**config.mk**
```make
export PLATFORM = sky130hd
export DESIGN_NAME = slms_mode_select
export DESIGN_NICKNAME = d
export VERILOG_FILES = /design/src/inc/slms_pkg.sv /design/src/rtl/slms_mode_select.sv
export SDC_FILE = /design/constraint.sdc
export NUM_CORES = 1
export LEC_CHECK = 0
export ABC_AREA = 1
export BUFFER_PORTS_ARGS = -buffer_cell sky130_fd_sc_hd__buf_2
export CAP_MARGIN = 25
export CORE_MARGIN = 2
export CORE_UTILIZATION = 25
export CTS_CLUSTER_DIAMETER = 50
export CTS_CLUSTER_SIZE = 16
export DETAILED_ROUTE_END_ITERATION = 7
export PLACE_DENSITY = 0.47
export SLEW_MARGIN = 20
export SYNTH_ARGS = -nofsm -noshare
export SYNTH_HDL_FRONTEND = slang
export SYNTH_SLANG_ARGS = --single-unit
```
**constraint.sdc**
```tcl
create_clock -name clk_in -period 2.6 [get_ports clk_in]
set_clock_uncertainty 0.2 [all_clocks]
set_input_delay 0.26 -clock clk_in [delete_from_list [all_inputs] [get_ports clk_in]]
set_output_delay 0.26 -clock clk_in [all_outputs]
set_load 0.01 [all_outputs]
```
**src/inc/slms_pkg.sv**
```systemverilog
// Purpose: Shared constants and types for the serial link mode select block.
// Assumes: Registers are 8 bits wide, one per aligned APB word at index * 4.
// Notes: Offsets below are register indexes, not byte addresses.
package slms_pkg;

    // APB geometry
    localparam int SLMS_ADDR_W = 12;
    localparam logic [7:0] SLMS_NO_DATA = 8'h00;

    // Register indexes; byte address is index times four
    localparam logic [7:0] SLMS_PORT_SELECT_IDX = 8'h1e;
    localparam logic [7:0] SLMS_RX_CAP_IDX = 8'h20;
    localparam logic [7:0] SLMS_BRIDGE_CONTROL_IDX = 8'h4f;
    localparam logic [7:0] SLMS_BRIDGE_CFG_IDX = 8'h54;
    localparam logic [7:0] SLMS_LINK_MODE_IDX = 8'h5b;
    localparam logic [7:0] SLMS_LINK_STATUS_IDX = 8'h60;

    // Values after reset
    localparam logic [7:0] SLMS_PORT_SELECT_RST = 8'h01;
    localparam logic [7:0] SLMS_RX_CAP_RST = 8'h00;
    localparam logic [7:0] SLMS_BRIDGE_CONTROL_RST = 8'h00;
    localparam logic [7:0] SLMS_BRIDGE_CFG_RST = 8'h00;
    localparam logic [7:0] SLMS_LINK_MODE_RST = 8'h20;

    // Port select codes and the forced capability code
    localparam logic [7:0] SLMS_PORT_SEL_P0 = 8'h01;
    localparam logic [7:0] SLMS_PORT_SEL_P1 = 8'h02;
    localparam logic [7:0] SLMS_CAP_FORCE_DUAL = 8'h8f;

    // Field positions
    localparam int SLMS_DISPLAY_ID_OFF_BIT = 0;
    localparam int SLMS_AUX_AUDIO_BIT = 1;
    localparam int SLMS_REMOTE_COPY_BIT = 5;
    localparam int SLMS_OUTSIDE_CTRL_BIT = 7;
    localparam int SLMS_CABLE_KIND_BIT = 7;
    localparam int SLMS_PLL_RATE_RST_BIT = 5;
    localparam int SLMS_STAT_OVERSPEED_BIT = 3;
    localparam int SLMS_STAT_LEGACY_OK_BIT = 4;
    localparam int SLMS_STAT_STRAP_DONE_BIT = 5;

    // Link mode selection codes in bits 2:0
    localparam logic [2:0] SLMS_SEL_FORCE_DUAL = 3'b011;
    localparam logic [2:0] SLMS_SEL_NO_DUAL = 3'b100;

    // Pixel clock limits in MHz
    localparam logic [7:0] SLMS_SINGLE_MAX_MHZ = 8'd105;
    localparam logic [7:0] SLMS_LEGACY_MAX_MHZ = 8'd85;
    localparam logic [7:0] SLMS_DUAL_MAX_MHZ = 8'd210;
    localparam logic [7:0] SLMS_DUAL_MIN_MHZ = 8'd106;

    // Strap level bit positions (level index 0..7 is level one..eight)
    localparam int SLMS_SEL1_OUTSIDE_POS = 2;
    localparam int SLMS_SEL1_CABLE_POS = 1;
    localparam int SLMS_SEL1_REMOTE_POS = 0;
    localparam int SLMS_SEL0_DISPLAY_POS = 1;
    localparam int SLMS_SEL0_AUX_POS = 0;

    typedef enum logic [2:0] {
        SLMS_IDLE,
        SLMS_SINGLE,
        SLMS_SECONDARY,
        SLMS_DUAL,
        SLMS_REPLICATE
    } slms_mode_type;

    typedef struct packed {
        slms_mode_type mode;
        logic port0_on;
        logic port1_on;
        logic back1_on;
        logic half_rate;
        logic [1:0] sessions;
    } slms_link_type;

    typedef struct packed {
        logic display_id_off;
        logic aux_audio;
        logic outside_ctrl;
        logic cable_cable_type_strap;
        logic remote_copy;
    } slms_strap_type;

    localparam slms_link_type SLMS_LINK_RST = '{SLMS_IDLE, 1'b0, 1'b0, 1'b0, 1'b0, 2'd0};

endpackage

```
**src/rtl/slms_mode_select.sv**
```systemverilog
// Purpose: Strap capture, link mode selection and link register file.
// Assumes: Strap levels arrive already quantised; receiver presence,
//          capability and pixel clock rate come from the link side.
// Notes: APB slave, zero wait states, pslverr on unmapped addresses.
//
// Contract
// Second strap level one to eight gives outside, cable, remote bits, msb first.
// Display-id strap to bridge_control bit 0, aux audio to configuration bit 1.
// Outside controller strap to configuration bit 7, cable strap to mode bit 7.
// Remote display-id copy strap to configuration bit 5, software writable.
// Single link sends all video on one port, up to 105 MHz.
// Older receivers are supported in single link only below 85 MHz.
// Forced single link turns off the secondary transmitter and its back channel.
// Dual link alternates pixels on two half-rate ports, input up to 210 MHz.
// Dual link with protection keeps one session covering both ports.
// Auto selects dual link for a dual-capable receiver and a fast enough clock.
// Replicate sends identical video to two receivers with two sessions.
// Auto uses capabilities and pixel clock; two single receivers give replicate.
// Receiver only on the secondary port sends video there alone.
// Writing 011 to mode bits 2:0 disables auto and forces dual link.
// Writing 100 keeps auto but forbids dual link, forcing single.
// Port select 0x02 steers port registers to port 1, 0x01 to port 0.
// Capability 0x8F written for port 1 makes port 1 dual capable.
// Mode bit 5 enables link PLL reset on rate change; zero suppresses it.
// Host clears the PLL reset enable after power-up configuration.
// Host should force single or dual rather than rely on auto.
// Host forces port 1 capability then restores port 0 before forcing mode.
// Decoded strap values are written into their registers at power-up.
// Cable bit one means coaxial cabling, zero means twisted pair.
// Straps are sampled once after reset release and ignored afterwards.
//
// Register access over APB was left to the implementer.
`timescale 1ns/1ns
module slms_mode_select
    import slms_pkg::*;
(
    input wire logic clk_in,
    input wire logic arst_n_in,
    // APB slave
    input wire logic psel_in,
    input wire logic penable_in,
    input wire logic pwrite_in,
    input wire logic [SLMS_ADDR_W-1:0] paddr_in,
    input wire logic [31:0] pwdata_in,
    input wire logic [3:0] pstrb_in,
    output logic [31:0] prdata_out,
    output logic pready_out,
    output logic pslverr_out,
    // Quantised strap levels
    input wire logic [2:0] second_config_strap_in,
    input wire logic [1:0] first_config_strap_in,
    // Link side observations
    input wire logic [1:0] rx_present_in,
    input wire logic [1:0] rx_dual_capable_in,
    input wire logic [7:0] pixel_clock_mhz_in,
    input wire logic rate_change_in,
    // Results
    output slms_link_type link_out,
    output slms_strap_type strap_out,
    output logic pll_reset_out,
    output logic rate_overspeed_out,
    output logic legacy_ok_out
);

    // Reset release through two flops; first flop feeds only the second
    logic rst_meta_q;
    logic rst_sync_q;

    always_ff @(posedge clk_in or negedge arst_n_in)
    begin
        if (!arst_n_in)
        begin
            rst_meta_q <= 1'b0;
            rst_sync_q <= 1'b0;
        end
        else
        begin
            rst_meta_q <= 1'b1;
            rst_sync_q <= rst_meta_q;
        end
    end

    logic rst_n;
    assign rst_n = rst_sync_q;

    // Register storage
    logic [7:0] port_select_q;
    logic [7:0] rx_cap_q [2];
    logic [7:0] bridge_control_q;
    logic [7:0] bridge_configuration_q;
    logic [7:0] link_mode_control_q;
    logic strap_done_q;
    slms_link_type link_q;
    slms_link_type link_d;
    logic pll_reset_q;

    // level index bits, msb first
    logic strap_outside;
    logic strap_cable;
    logic strap_remote;
    logic strap_display;
    logic strap_aux;
    assign strap_outside = second_config_strap_in[SLMS_SEL1_OUTSIDE_POS];
    assign strap_cable = second_config_strap_in[SLMS_SEL1_CABLE_POS];
    assign strap_remote = second_config_strap_in[SLMS_SEL1_REMOTE_POS];
    assign strap_display = first_config_strap_in[SLMS_SEL0_DISPLAY_POS];
    assign strap_aux = first_config_strap_in[SLMS_SEL0_AUX_POS];

    // capture only in the first cycle after release
    logic strap_load;
    assign strap_load = !strap_done_q;

    // APB decode; only aligned word accesses reach a register
    logic [7:0] reg_idx;
    logic aligned;
    logic access;
    logic wr_en;
    logic hit_port_sel;
    logic hit_rx_cap;
    logic hit_bctl;
    logic hit_bcfg;
    logic hit_mode;
    logic hit_status;
    logic mapped;
    assign reg_idx = paddr_in[9:2];
    assign aligned = (paddr_in[1:0] == 2'b00) && (paddr_in[SLMS_ADDR_W-1:10] == 2'b00);
    assign access = psel_in && penable_in;
    assign hit_port_sel = aligned && (reg_idx == SLMS_PORT_SELECT_IDX);
    assign hit_rx_cap = aligned && (reg_idx == SLMS_RX_CAP_IDX);
    assign hit_bctl = aligned && (reg_idx == SLMS_BRIDGE_CONTROL_IDX);
    assign hit_bcfg = aligned && (reg_idx == SLMS_BRIDGE_CFG_IDX);
    assign hit_mode = aligned && (reg_idx == SLMS_LINK_MODE_IDX);
    assign hit_status = aligned && (reg_idx == SLMS_LINK_STATUS_IDX);
    assign mapped = hit_port_sel | hit_rx_cap | hit_bctl | hit_bcfg | hit_mode | hit_status;
    // Low byte lane carries all register data
    assign wr_en = access && pwrite_in && pstrb_in[0] && mapped;

    // port 1 chosen only by its own code, anything else stays on port 0
    logic port1_sel;
    assign port1_sel = (port_select_q == SLMS_PORT_SEL_P1);

    // Port select register
    always_ff @(posedge clk_in or negedge rst_n)
    begin
        if (!rst_n)
            port_select_q <= SLMS_PORT_SELECT_RST;
        else if (wr_en && hit_port_sel)
            port_select_q <= pwdata_in[7:0];
    end

    // Per-port receiver capability copies, steered by port select
    genvar gp;
    generate
        for (gp = 0; gp < 2; gp++)
        begin : g_cap
            logic sel_this;
            assign sel_this = (gp == 1) ? port1_sel : !port1_sel;
            always_ff @(posedge clk_in or negedge rst_n)
            begin
                if (!rst_n)
                    rx_cap_q[gp] <= SLMS_RX_CAP_RST;
                // write lands in the selected port only
                else if (wr_en && hit_rx_cap && sel_this)
                    rx_cap_q[gp] <= pwdata_in[7:0];
            end
        end
    endgenerate

    // Strap loaded registers; the one-time load outranks a bus write
    always_ff @(posedge clk_in or negedge rst_n)
    begin
        if (!rst_n)
        begin
            strap_done_q <= 1'b0;
            bridge_control_q <= SLMS_BRIDGE_CONTROL_RST;
            bridge_configuration_q <= SLMS_BRIDGE_CFG_RST;
            link_mode_control_q <= SLMS_LINK_MODE_RST;
        end
        // decoded straps written into their homes
        else if (strap_load)
        begin
            strap_done_q <= 1'b1;
            // display id select into bridge control
            bridge_control_q[SLMS_DISPLAY_ID_OFF_BIT] <= strap_display;
            // aux audio into configuration
            bridge_configuration_q[SLMS_AUX_AUDIO_BIT] <= strap_aux;
            // outside controller and cable kind
            bridge_configuration_q[SLMS_OUTSIDE_CTRL_BIT] <= strap_outside;
            link_mode_control_q[SLMS_CABLE_KIND_BIT] <= strap_cable;
            // remote display id copy
            bridge_configuration_q[SLMS_REMOTE_COPY_BIT] <= strap_remote;
        end
        else if (wr_en)
        begin
            // software may overwrite the latched bits
            if (hit_bctl)
                bridge_control_q <= pwdata_in[7:0];
            if (hit_bcfg)
                bridge_configuration_q <= pwdata_in[7:0];
            // mode selection code written here
            if (hit_mode)
                link_mode_control_q <= pwdata_in[7:0];
        end
    end

    // Capability per port: reported by receiver or forced by software
    logic [1:0] dual_cap;
    // forced capability code makes the port dual capable
    assign dual_cap[0] = rx_dual_capable_in[0] || (rx_cap_q[0] == SLMS_CAP_FORCE_DUAL);
    assign dual_cap[1] = rx_dual_capable_in[1] || (rx_cap_q[1] == SLMS_CAP_FORCE_DUAL);

    // Mode selection controls
    logic [2:0] link_sel;
    logic force_dual;
    logic no_dual;
    logic rate_dual_ok;
    assign link_sel = link_mode_control_q[2:0];
    // auto off, dual forced
    assign force_dual = (link_sel == SLMS_SEL_FORCE_DUAL);
    // auto kept, dual forbidden
    assign no_dual = (link_sel == SLMS_SEL_NO_DUAL);
    // minimum rate for automatic dual link
    assign rate_dual_ok = (pixel_clock_mhz_in >= SLMS_DUAL_MIN_MHZ);

    // Mode choice and port usage
    always_comb
    begin
        link_d = SLMS_LINK_RST;
        if (force_dual)
            link_d.mode = SLMS_DUAL;
        else
        begin
            // capability and rate drive the auto choice
            case (rx_present_in)
                2'b01:
                    // dual capable receiver with enough rate
                    if (dual_cap[0] && rate_dual_ok && !no_dual)
                        link_d.mode = SLMS_DUAL;
                    else
                        link_d.mode = SLMS_SINGLE;
                2'b10:
                    // secondary alone; R7 keeps it off when forced single
                    link_d.mode = no_dual ? SLMS_IDLE : SLMS_SECONDARY;
                2'b11:
                    if (dual_cap[0] && rate_dual_ok && !no_dual)
                        link_d.mode = SLMS_DUAL;
                    // two independent receivers give replicate
                    else if (!no_dual)
                        link_d.mode = SLMS_REPLICATE;
                    else
                        link_d.mode = SLMS_SINGLE;
                2'b00:
                    link_d.mode = SLMS_IDLE;
                default:
                    link_d.mode = SLMS_IDLE;
            endcase
        end
        case (link_d.mode)
            SLMS_SINGLE:
            begin
                // whole stream on the primary port
                link_d.port0_on = 1'b1;
                // forced single shuts secondary and its back channel
                link_d.back1_on = !no_dual && dual_cap[1];
                link_d.sessions = 2'd1;
            end
            SLMS_SECONDARY:
            begin
                link_d.port1_on = 1'b1;
                link_d.back1_on = 1'b1;
                link_d.sessions = 2'd1;
            end
            SLMS_DUAL:
            begin
                // alternating pixels, each port at half rate
                link_d.port0_on = 1'b1;
                link_d.port1_on = 1'b1;
                link_d.back1_on = 1'b1;
                link_d.half_rate = 1'b1;
                // one session spans both ports
                link_d.sessions = 2'd1;
            end
            SLMS_REPLICATE:
            begin
                // same video both ports, independent sessions
                link_d.port0_on = 1'b1;
                link_d.port1_on = 1'b1;
                link_d.back1_on = 1'b1;
                link_d.sessions = 2'd2;
            end
            SLMS_IDLE:
                link_d.sessions = 2'd0;
            default:
                link_d = SLMS_LINK_RST;
        endcase
    end

    // Rate checks against the active mode
    logic overspeed;
    logic legacy_ok;
    // single and replicate carry at most 105 MHz; R8: dual at most 210 MHz
    assign overspeed = (link_q.mode == SLMS_DUAL) ? (pixel_clock_mhz_in > SLMS_DUAL_MAX_MHZ)
                                                  : (pixel_clock_mhz_in > SLMS_SINGLE_MAX_MHZ);
    // older receivers only below 85 MHz in single link
    assign legacy_ok = (link_q.mode == SLMS_SINGLE) && (pixel_clock_mhz_in < SLMS_LEGACY_MAX_MHZ);

    // Registered link state and PLL reset pulse; held idle until straps land
    always_ff @(posedge clk_in or negedge rst_n)
    begin
        if (!rst_n)
        begin
            link_q <= SLMS_LINK_RST;
            pll_reset_q <= 1'b0;
        end
        else
        begin
            link_q <= strap_done_q ? link_d : SLMS_LINK_RST;
            // reset PLL on rate change only while enabled
            pll_reset_q <= rate_change_in && link_mode_control_q[SLMS_PLL_RATE_RST_BIT];
        end
    end

    // Status word: mode, overspeed, legacy, strap done
    logic [7:0] status_word;
    assign status_word = {2'b00, strap_done_q, legacy_ok, overspeed, link_q.mode};

    // Read data mux; unmapped reads return zero
    logic [7:0] rd_byte;
    assign rd_byte = hit_port_sel ? port_select_q :
                     hit_rx_cap ? rx_cap_q[port1_sel] :
                     hit_bctl ? bridge_control_q :
                     hit_bcfg ? bridge_configuration_q :
                     hit_mode ? link_mode_control_q :
                     hit_status ? status_word : SLMS_NO_DATA;

    // Zero wait state slave; error only for unmapped addresses
    assign pready_out = 1'b1;
    assign pslverr_out = access && !mapped;
    assign prdata_out = {24'h000000, rd_byte};

    // cable bit one selects cable_type_strap, zero twisted pair
    assign strap_out.cable_cable_type_strap = link_mode_control_q[SLMS_CABLE_KIND_BIT];
    assign strap_out.display_id_off = bridge_control_q[SLMS_DISPLAY_ID_OFF_BIT];
    assign strap_out.aux_audio = bridge_configuration_q[SLMS_AUX_AUDIO_BIT];
    assign strap_out.outside_ctrl = bridge_configuration_q[SLMS_OUTSIDE_CTRL_BIT];
    assign strap_out.remote_copy = bridge_configuration_q[SLMS_REMOTE_COPY_BIT];

    // Link state and PLL reset straight from flops; rate flags decoded from link_q and pixel clock
    assign link_out = link_q;
    assign pll_reset_out = pll_reset_q;
    assign rate_overspeed_out = overspeed;
    assign legacy_ok_out = legacy_ok;

endmodule

```
# After elaboration in Yosys (flattened, before gate mapping)
# Cells that the tools add are included.
# W data, S select, Z words.
[classes] eq_ne=24 n_reduce_logical=40 magnitude_cmp=5 muxes=34 n_bitwise=6
[ops] operator="$mux W8" count=12
[ops] operator="$eq A8 B7 Y1 const B" count=4
[ops] operator="$logic_and A1 B1 Y1" count=21
[ops] operator="$eq A8 B8 Y1 const B" count=2
[ops] operator="$eq A3 B2 Y1 const B" count=4
[ops] operator="$mux W3" count=4
[ops] operator="$pmux W3 S4" count=1
[ops] operator="$mux W1" count=11
[ops] operator="$mux W9" count=1
[ops] operator="$reduce_and A3 Y1" count=3
[ops] operator="$reduce_or A3 Y1" count=3
[ops] operator="$eq A8 B2 Y1 const B" count=1
[ops] operator="$eq A8 B5 Y1 const B" count=1
[ops] operator="$eq A8 B6 Y1 const B" count=1
[ops] operator="$ge A8 B7 Y1 const B" count=1
[ops] operator="$gt A8 B7 Y1 const B" count=1
[ops] operator="$gt A8 B8 Y1 const B" count=1
[ops] operator="$lt A8 B7 Y1 const B" count=1
[ops] operator="$ne A2 B1 Y1 const B" count=4
[ops] operator="$eq A3 B1 Y1 const B" count=2
[ops] operator="$eq A3 B3 Y1 const B" count=2
[ops] operator="$logic_not A2 Y1" count=3
[ops] operator="$mux W6" count=1
[ops] operator="$reduce_and A2 Y1" count=3
[ops] operator="other kinds (12)" count=21
[word_totals] ff_bits=61 inputBits=71

# Depth between registers and ports, before layout
# Gate-level depths: netlist (run 1).
[logic_depth] ltp_word=11 depth_mapped=13

# Least setup slack after synthesis (run 1)
# Ideal clock, no wire load.
[synth_path] path_type="register to output" start="register port_select_q[0]" end="output prdata_out[3]" t_arrival_ns=1.528 path_buffers=2 path_stages_with_launch=11 slack_ns=0.612 cell_sequence="dfstp_2 -> inv_1 -> nand2_1 -> nor3_1 -> nand2_1 -> clkbuf_1 -> buf_2 -> nand2_1 -> nand2_1 -> nand2_1 -> nand4_1"
[synth_between] elab_chain_len=7
[synth_rtl] item="from (decl)" line_no="slms_mode_select.sv:87" rtl="logic [7:0] port_select_q;"
[synth_rtl] item="from (signal assigned)" line_no="slms_mode_select.sv:148" rtl="port_select_q <= pwdata_in[7:0];"
[synth_rtl] item="$eq A8 B2 Y1" line_no="slms_mode_select.sv:140" rtl="assign port1_sel = (port_select_q == SLMS_PORT_SEL_P1);"
[synth_rtl] item="$not A1 Y2 (not written as such)" line_no="slms_mode_select.sv:330" rtl="hit_rx_cap ? rx_cap_q[port1_sel] :"
[synth_rtl] item="$mux W8 (not written as such) (3 in series)" line_no="slms_mode_select.sv:330"
[synth_rtl] item="$mux W8" line_no="slms_mode_select.sv:330"
[synth_rtl] item="$mux W8" line_no="slms_mode_select.sv:329" rtl="assign rd_byte = hit_port_sel ? port_select_q :"
[synth_rtl] item="to (decl)" line_no="slms_mode_select.sv:46" rtl="output logic [31:0] prdata_out,"
# No other way between the ends. The select of a mux whose other input is x is not followed.

# Final worst setup path (run 1)
[layout_path] start="register port_select_q[0]" end="output prdata_out[4]"
# The elaborated chain is that of the path after synthesis.

==> results.json, run 1 <==
{
  "drt-initial-drc-count": 257,
  "slew-limit-headroom": 0.535,
  "vias": 3687,
  "worstMarginPinSlew_ns": 0.697,
  "p_sw_frac": 0.251,
  "initial_core_util": 0.257,
  "dieArea_um2": 16700,
  "rows": 45,
  "grt_pass1_vias": 3497,
  "cts_max_path_buffers": 2,
  "instances_no_fill": 817,
  "utilization": 0.315,
  "synth_edf_count": 0,
  "cts_buffers": 9,
  "p_sw_uw": 598,
  "track_usage": 0.151,
  "powerDensity_nw_per_um2": 495,
  "combPwrFrac": 0.089,
  "r2r_slack_ns": 0.77,
  "cts_tree": "done",
  "crit_path_end_kind": "output port",
  "fmax_ghz": 0.409,
  "fin_area_um2": 4810,
  "tns_ns": 0,
  "grt_max_degree": 33,
  "clkLatencyLatePin_ns": 0.34,
  "dominantRegCellSynth": "dfrtp_1",
  "run_status": "finished, final reports clean",
  "root_buffer": "clkbuf_16",
  "power_leakage_nw": 2.64,
  "avgSynthCellArea_um2": 7.50,
  "port_buffers": 69,
  "dpl.cell_count": 793,
  "vdd_drop_max_mv": 0.489,
  "synth-simple-area-share": 0.408,
  "crit_type": "reg2out",
  "yosysWarnings": 0,
  "whs_ns": 0.0263,
  "synth_top_family_by_area": "simple AND/OR/NAND/NOR gates",
  "cts_sinks": 61,
  "maxSlewViolCount": 0,
  "fillers": 1662,
  "setup_viol": 0,
  "antenna_found_initial": 0,
  "grt_setup_unrepaired": "no",
  "netlist_area_um2": 3920,
  "yosysTopAreaCell": "dfrtp_1",
  "synth.distinct_cells": 38,
  "p_seq_frac": 0.415,
  "startpoint_type": "register",
  "drt_first_pass_iters": 5,
  "place_congestion": 0.851,
  "pre_cts_ws_ns": 0.202,
  "dp_hpwl_um": 9060,
  "synth_compound_area_frac": 0.0619,
  "avgRoutedWirePerCell_um": 14.8,
  "synth_common_cells": "nand2_1, dfrtp_1, inv_1",
  "synthTopCellsByArea": "dfrtp_1, nand2_1, buf_4, nand3_1, inv_1",
  "synth-adder-area-share": 0,
  "postRouteAntennaNets": 0,
  "clk_pin_slew_ns": 0.05,
  "endpoint": "prdata_out[4]",
  "synthMuxAreaShare": 0,
  "drcViolationCount": 0,
  "grt_overflow": 0,
  "die_h_um": 129,
  "critPathArrivalTime_ns": 1.98,
  "internal_power_mw": 1.78,
  "finalCriticalPeriod_ns": 2.44,
  "ioPinCount": 122,
  "worstRegToRegCells": 9,
  "ys_ff_latch": 61,
  "drt-total-wl_um": 12100,
  "synth_top_area_share": 0.377,
  "min_path_type": "in2async",
  "grt_pass1_wl_um": 18900,
  "core_um2": 15300,
  "placed_area_um2": 4390,
  "die_w_um": 129,
  "area_growth_syn_to_layout_pct": 22.7,
  "nNetsFinal": 672,
  "r2r-end": "link_out[2]",
  "worstPathMaxFanout": 6,
  "timing.rr.start": "rx_cap_q[12]",
  "finalCritPeriodShare": 0.940,
  "synthXorXnorAreaFrac": 0,
  "ys_seq_area_frac": 0.390,
  "n_antenna_cell": 0,
  "crit_start": "port_select_q[0]",
  "power_frac_clock": 0.496,
  "max-cap-violations": 0,
  "hold_viol": 0,
  "fin_ws_ns": 0.157,
  "post_drt_via_cell_ratio": 4.51,
  "power_mw": 2.38,
  "async_flop_share": 1.00,
  "yosysMostFrequentCell": "nand2_1",
  "cp_data_required_time_ns": 2.14,
  "drive_gt1_frac": 0.238,
  "syn_inst": 523,
  "h-tree-depth": 3
}
## state kept, by name, summed over array words and instances, names as in the netlist
name	count
pll_reset_out	1
port_select_q	8
link_out	9
link_mode_control_q	8
bridge_configuration_q	8
bridge_control_q	8
strap_done_q	1
rst_n	1
rx_cap_q	16
rst_meta_q	1
## logic make-up after synthesis
logic type / count (synthesis)
flops: 61
simple gates: 317
buf+inv: 101
compound gates: 42
other cells: 2
## layout by cell type, fill, tap and decap left out, types with 4 or more instances in the layout
| cell type | synthesis | layout |
|---|---|---|
| nand3_1 | 45 | 45 |
| clkbuf_8 | 0 | 4 |
| nand4_1 | 29 | 29 |
| conb_1 | 2 | 27 |
| buf_4 | 32 | 8 |
| dfrtp_1 | 59 | 58 |
| dlygate4sd3_1 | 0 | 6 |
| buf_2 | 4 | 69 |
| nor2_1 | 42 | 42 |
| nand2_1 | 160 | 159 |
| nand2_2 | 8 | 9 |
| inv_2 | 3 | 5 |
| nor2_2 | 5 | 5 |
| inv_1 | 51 | 49 |
| clkbuf_16 | 0 | 10 |
| o21ai_0 | 14 | 12 |
| nand4_4 | 4 | 4 |
| o21ai_1 | 2 | 4 |
| a21oi_1 | 13 | 13 |
## how the worst min path moves through the flow
stage / from / end
floorplan: arst_n_in / rst_meta_q
global placement: arst_n_in / rst_meta_q
detailed placement: arst_n_in / rst_meta_q
CTS: pwdata_in[5] / link_mode_control_q[5]
global route: pwdata_in[0] / port_select_q[0]
finish: arst_n_in / rst_meta_q
## metal layers
| metal | part of all wire | track usage |
|---|---|---|
| met5 | 0 | 0 |
| met2 | 0.45 | 0.235 |
| met4 | 0.020 | 0.0492 |
| met1 | 0.46 | 0.204 |
| met3 | 0.065 | 0.0413 |
## worst max-delay path, stage by stage (launching register included)
cell	delay [ns]
dfstp_2	0.54
inv_1	0.04
nand2_1	0.08
nor3_2	0.05
nand2_2	0.14
clkbuf_16	0.16
o21ai_0	0.06
o21ai_0	0.14
inv_1	0.07
a21oi_1	0.20
buf_2	0.17
## power groups by stage
stage	sequential (mW)	combinational [mW]	clock (mW)
5_1_grt	0.992	0.238	1.27
2_1_floorplan	1.01	0.132	0
4_1_cts	0.990	0.213	1.22
6_report	0.988	0.213	1.18
3_3_place_gp	1.01	0.203	0
3_5_place_dp	1.01	0.205	0
## what timing repair did
item	CTS	global route
endpoints found under the hold margin	7	0
gates resized for setup	0	10
hold buffers	6	0
setup buffers	0	1
endpoints found under the setup margin	0	7
## cell type report
| cell class | count | area [µm²] | share of cell area |
|---|---|---|---|
| clock buffers | 13 | 280 | 0.0583 |
| repair buffers | 87 | 551 | 0.114 |
| flip-flops and latches | 61 | 1530 | 0.318 |
| clock inverters | 3 | 17.5 | 0.00364 |
| well taps | 211 | 264 | 0.0549 |
| multi-input cells | 386 | 1960 | 0.407 |
| inverters | 56 | 210 | 0.0437 |
Note: power is estimated with default switching activity, not from simulation.
==> run 2, diff against run 1 <==
--- a/config.mk
+++ b/config.mk
@@ -8,7 +8,6 @@
 export ABC_AREA = 1
 export BUFFER_PORTS_ARGS = -buffer_cell sky130_fd_sc_hd__buf_2
 export CAP_MARGIN = 25
-export CORE_MARGIN = 2
 export CORE_UTILIZATION = 25
 export CTS_CLUSTER_DIAMETER = 50
 export CTS_CLUSTER_SIZE = 16
==> run 2 against run 1 <==
Against the previous run: die area fell by 3.1%; sequential cell count did not move; clock power fell by 6%; largest cell class unchanged; sequential power fell by 0.6%; non-clock buffer count fell by 3; clock-buffer cell count rose by 2; total power fell by 2.6%; sequential share of layout area rose by 0.56 points; cell count fell by 0.37%; core utilization fell by 0.55 points; final area fell by 1.7%; largest power group unchanged.
==> results.json, run 2 (synthesis results as in run 1) <==
{
  "run_status": "finished, final reports clean",
  "postRouteAntennaNets": 0,
  "startpoint_type": "register",
  "area_growth_syn_to_layout_pct": 20.5,
  "grt_pass1_wl_um": 19000,
  "nNetsFinal": 669,
  "dp_hpwl_um": 8970,
  "internal_power_mw": 1.74,
  "avgRoutedWirePerCell_um": 14.8,
  "die_w_um": 127,
  "min_path_type": "in2reg",
  "port_buffers": 69,
  "antenna_found_initial": 0,
  "dieArea_um2": 16200,
  "cts_sinks": 61,
  "die_h_um": 127,
  "regMostFlops": "rx_cap_q",
  "crit_top_cell": "nand2_1",
  "grt_overflow": 0,
  "power_frac_clock": 0.481,
  "fmax_ghz": 0.401,
  "vias": 3639,
  "clk_pin_slew_ns": 0.05,
  "tns_ns": 0,
  "drive_gt1_frac": 0.219,
  "h-tree-depth": 3,
  "met3_length_um": 688,
  "cts_tree": "done",
  "drt_first_pass_iters": 4,
  "critPathArrivalTime_ns": 2.03,
  "drt-total-wl_um": 12100,
  "rows": 45,
  "vdd_drop_max_mv": 0.333,
  "grt_setup_unrepaired": "yes",
  "track_usage": 0.157,
  "timing.rr.start": "rx_cap_q[12]",
  "wl_met1_um": 5770,
  "crit_buf_inv": 3,
  "core_um2": 15300,
  "clkLatencyLatePin_ns": 0.34,
  "max-cap-violations": 0,
  "grt_pass1_vias": 3383,
  "path_cells": "inv_1 > nand2_1 > nor3_1 > nand2_1 > buf_6 > nor2_1 > o21ai_0 > nand4_1 > buf_2",
  "slew-limit-headroom": 0.521,
  "worstMarginPinSlew_ns": 0.718,
  "drt-initial-drc-count": 203,
  "crit_family": "flip-flops",
  "min-delay-start": "pwdata_in[7]",
  "combPwrFrac": 0.096,
  "ioPinCount": 122,
  "place_congestion": 0.829,
  "slowest_delay_ns": 0.54,
  "crit_type": "reg2out",
  "drcViolationCount": 0,
  "critPathSlowestCell": "dfstp_2",
  "cts_setup_buffers": 0,
  "fillers": 1660,
  "p_sw_uw": 582,
  "n_antenna_cell": 0,
  "worstPathMaxFanout": 19,
  "root_buffer": "clkbuf_16",
  "largest_reg_flops": 16,
  "cts_max_path_buffers": 2,
  "cp_data_required_time_ns": 2.14,
  "utilization": 0.310,
  "initial_core_util": 0.257,
  "wl_met2_um": 5410,
  "instances_no_fill": 814,
  "crit_path_end_kind": "output port",
  "finalCriticalPeriod_ns": 2.49,
  "grt_max_degree": 50,
  "crit_start": "port_select_q[0]",
  "highest_layer": "met4",
  "final_cell_mix": "nand2_1, buf_2, dfrtp_1",
  "dpl.cell_count": 791,
  "p_seq_frac": 0.423,
  "post_drt_via_cell_ratio": 4.47,
  "power_leakage_nw": 2.59,
  "powerDensity_nw_per_um2": 491,
  "finalCritPeriodShare": 0.959,
  "p_sw_frac": 0.251,
  "maxSlewViolCount": 0,
  "mostFrequentLayoutCell": "nand2_1",
  "hold_viol": 0,
  "setup_viol": 0,
  "cts_buffers": 9
}
-- run 2: cell types whose count changed in the layout (fill, tap and decap cells not counted), moves of 2 or more --
| cell | change |
|---|---|
| nor3_1 | +2 |
| o21ai_1 | -2 |
| o21ai_0 | +2 |
| nor3_2 | -2 |
| clkbuf_8 | -2 |
| clkbuf_1 | +4 |
| buf_4 | -3 |
-- run 2: worst reg2reg max path: stages (launching register included) --
cell and delay, ns:
dfrtp_1 0.40, nor2_1 0.11, nand3_1 0.08, nor2_1 0.21, o21ai_0 0.19, nand2_1 0.10
nand2_1 0.09, a21oi_1 0.18, inv_1 0.05, nor2_1 0.08
-- run 2: layer usage --
| metal | GRT usage | up-vias |
|---|---|---|
| li1 | - | 1784 |
| met1 | 0.216 | 1736 |
| met2 | 0.241 | 105 |
| met3 | 0.0373 | 14 |
| met4 | 0.0539 | 0 |
| met5 | 0 | - |
-- run 2: power groups by stage --
stage | combinational (mW) | clock, mW | sequential, mW
2_1_floorplan | 0.132 | 0 | 1.01
3_3_place_gp | 0.210 | 0 | 1.00
3_5_place_dp | 0.212 | 0 | 1.00
4_1_cts | 0.224 | 1.15 | 0.982
5_1_grt | 0.249 | 1.19 | 0.983
6_report | 0.222 | 1.11 | 0.982
-- run 2: metrics by stage --
stage | power, mW | hold WS [ns] | instance area [µm²] | worst slack (ns)
after floorplan | 1.14 | -0.236 | 4010 | 0.579
after global placement | 1.21 | -0.153 | 4380 | 0.173
after detailed placement | 1.21 | -0.149 | 4380 | 0.169
after CTS | 2.35 | 0.0111 | 4720 | 0.0302
after global routing | 2.43 | 0.0392 | 4720 | -0.0470
final | 2.32 | 0.0301 | 4720 | 0.106
-- run 2: final timing paths --
path	end	slack, ns	depth (start not counted)
max	prdata_out[1]	0.11	9
max in group asynchronous	link_out[8]	1.22	1
min in group asynchronous	rst_meta_q	0.04	2
max reg2reg	link_out[2]	0.85	9
min	rx_cap_q[7]	0.03	3
min reg2reg	strap_done_q	0.07	1
-- run 2: layout make-up --
cell class                      instances  area, µm²  area share
Sequential cell                        61       1530       0.324
Multi-Input combinational cell        386       1940       0.411
Inverter                               56        210      0.0445
Clock buffer                           15        268      0.0567
Tap cell                              211        264      0.0559
Clock inverter                          1       5.00     0.00106
Timing Repair Buffer                   84        504       0.107
-- run 2: timing repair --
action	CTS	global route
endpoints found under the hold margin	17	0
hold buffers	7	0
endpoints found under the setup margin	0	6
resized for setup	0	2
==> run 3, diff against run 2 <==
--- a/config.mk
+++ b/config.mk
@@ -8,6 +8,7 @@
 export ABC_AREA = 1
 export BUFFER_PORTS_ARGS = -buffer_cell sky130_fd_sc_hd__buf_2
 export CAP_MARGIN = 25
+export CORE_MARGIN = 3
 export CORE_UTILIZATION = 25
 export CTS_CLUSTER_DIAMETER = 50
 export CTS_CLUSTER_SIZE = 16
==> run 3 against run 2 <==
Against the previous run: non-clock buffer count is 7 higher; largest power group unchanged; fmax is 1.2% lower; register-to-register slack lost 0.03 ns; global-route usage decreased by 1.6 points; die area rose by 6.4%; highest routed layer unchanged; largest cell class unchanged; cell count is 0.86% higher; clock-buffer cell count decreased by 6; worst hold slack improved by 0.0058 ns.
==> results.json, run 3 (synthesis results as in run 1) <==
{
  "run_status": "finished, final reports clean",
  "final_cell_mix": "nand2_1, buf_2, dfrtp_1",
  "fillers": 1687,
  "slowest_delay_ns": 0.53,
  "grt_pass1_vias": 3605,
  "max-cap-violations": 0,
  "critPathSlowestCell": "dfstp_2",
  "fin_area_um2": 4780,
  "dieArea_um2": 17200,
  "critPathArrivalTime_ns": 2.06,
  "cts_sinks": 61,
  "largest_reg_flops": 16,
  "nNetsFinal": 676,
  "mostFrequentLayoutCell": "nand2_1",
  "power_mw": 2.29,
  "fmax_ghz": 0.396,
  "clk_pin_slew_ns": 0.05,
  "crit_type": "reg2out",
  "power_leakage_nw": 2.64,
  "drt-initial-drc-count": 304,
  "crit_path_end_kind": "output port",
  "dpl.cell_count": 795,
  "slew-limit-headroom": 0.463,
  "startpoint_type": "register",
  "path_cells": "inv_1 > nand2_1 > nor3_2 > nand2_2 > buf_8 > buf_2 > nand2_1 > nand3_1 > o221ai_1 > nor2_1 > buf_2",
  "instances_no_fill": 821,
  "grt_max_degree": 60,
  "drt-total-wl_um": 12200,
  "track_usage": 0.141,
  "post_drt_via_cell_ratio": 4.52,
  "cts_tree": "done",
  "place_congestion": 0.816,
  "area_growth_syn_to_layout_pct": 22.0,
  "grt_setup_unrepaired": "yes",
  "clkLatencyLatePin_ns": 0.33,
  "hold_viol": 0,
  "maxSlewViolCount": 0,
  "cp_data_required_time_ns": 2.14,
  "fin_ws_ns": 0.0755,
  "vdd_drop_max_mv": 0.261,
  "grt_overflow": 0,
  "grt_pass1_wl_um": 19200,
  "root_buffer": "clkbuf_16",
  "pre_cts_ws_ns": 0.228,
  "port_buffers": 69,
  "drcViolationCount": 0,
  "avgRoutedWirePerCell_um": 14.9,
  "h-tree-depth": 3,
  "cts_buffers": 9,
  "die_h_um": 131,
  "n_antenna_cell": 0,
  "postRouteAntennaNets": 0,
  "cts_max_path_buffers": 2,
  "rows": 45,
  "core_um2": 15300,
  "drt_first_pass_iters": 5,
  "whs_ns": 0.0360,
  "die_w_um": 131,
  "worstPathMaxFanout": 6,
  "regMostFlops": "rx_cap_q",
  "antenna_found_initial": 0,
  "powerDensity_nw_per_um2": 478,
  "worstMarginPinSlew_ns": 0.806,
  "min_path_type": "in2async",
  "finalCriticalPeriod_ns": 2.52,
  "finalCritPeriodShare": 0.971,
  "vias": 3708,
  "ioPinCount": 122,
  "setup_viol": 0,
  "initial_core_util": 0.257,
  "dp_hpwl_um": 9060,
  "drive_gt1_frac": 0.244,
  "placed_area_um2": 4400
}
==> run 3: cell types whose count changed in the layout (fill, tap and decap cells not counted), sizes merged <==
cell         before  now
clkbuf           15    9
clkinv            3    9
buf              77   85
dlygate4sd3       7    6
==> run 3: final timing paths <==
path,cells after the start,slack [ns],from,to
max,11,0.08,port_select_q[0],prdata_out[6]
min,2,0.04,arst_n_in,rst_n
max reg2reg,9,0.82,rx_cap_q[12],link_out[2]
min reg2reg,0,0.15,rst_meta_q,rst_n
max in group asynchronous,1,1.44,rst_n,rx_cap_q[8]
min in group clk_in,3,0.04,pwdata_in[5],link_mode_control_q[5]
==> run 3: area by class of cell <==
| class | count | area (µm²) | share of cell area |
|---|---|---|---|
| clock buffers | 9 | 225 | 0.0471 |
| clock inverters | 7 | 42.5 | 0.00889 |
| inverters | 56 | 210 | 0.0439 |
| multi-input cells | 386 | 1970 | 0.411 |
| flip-flops and latches | 61 | 1530 | 0.320 |
| well taps | 211 | 264 | 0.0552 |
| repair buffers | 91 | 543 | 0.114 |
==> run 3: timing repair <==
| action | CTS | global route |
|---|---|---|
| resized for setup | 0 | 11 |
| setup endpoints to repair | 0 | 6 |
| endpoints found under the hold margin | 7 | 0 |
| hold buffers | 6 | 0 |
| buffers inserted | 0 | 4 |
==> run 3: metal layers <==
layer	vias to the layer above	global-route usage	share of wire
li1	1811	-	-
met1	1741	0.197	0.49
met2	132	0.211	0.42
met3	24	0.0398	0.066
met4	0	0.0443	0.018
met5	-	0	0
==> run 3: through the flow <==
step	util	setup TNS, ns
6_report	0.313	0
5_1_grt	0.313	-0.121
4_1_cts	0.310	0
3_5_place_dp	0.288	0
3_3_place_gp	0.288	0
2_1_floorplan	-	0
==> run 3: power breakdown <==
| part | internal (mW) | total, mW | switching (mW) |
|---|---|---|---|
| clock | 0.638 | 1.09 | 0.449 |
| combinational | 0.0689 | 0.219 | 0.150 |
| sequential | 0.968 | 0.979 | 0.0115 |
==> run 3: worst max-delay path: cells and delay by family (launching register included) <==
kind | cells | cell delay (ns)
AOI/OAI and AO/OA | 1 | 0.11
buffers and inverters | 4 | 0.49
DFF | 1 | 0.53
and+or+nand+nor | 6 | 0.60
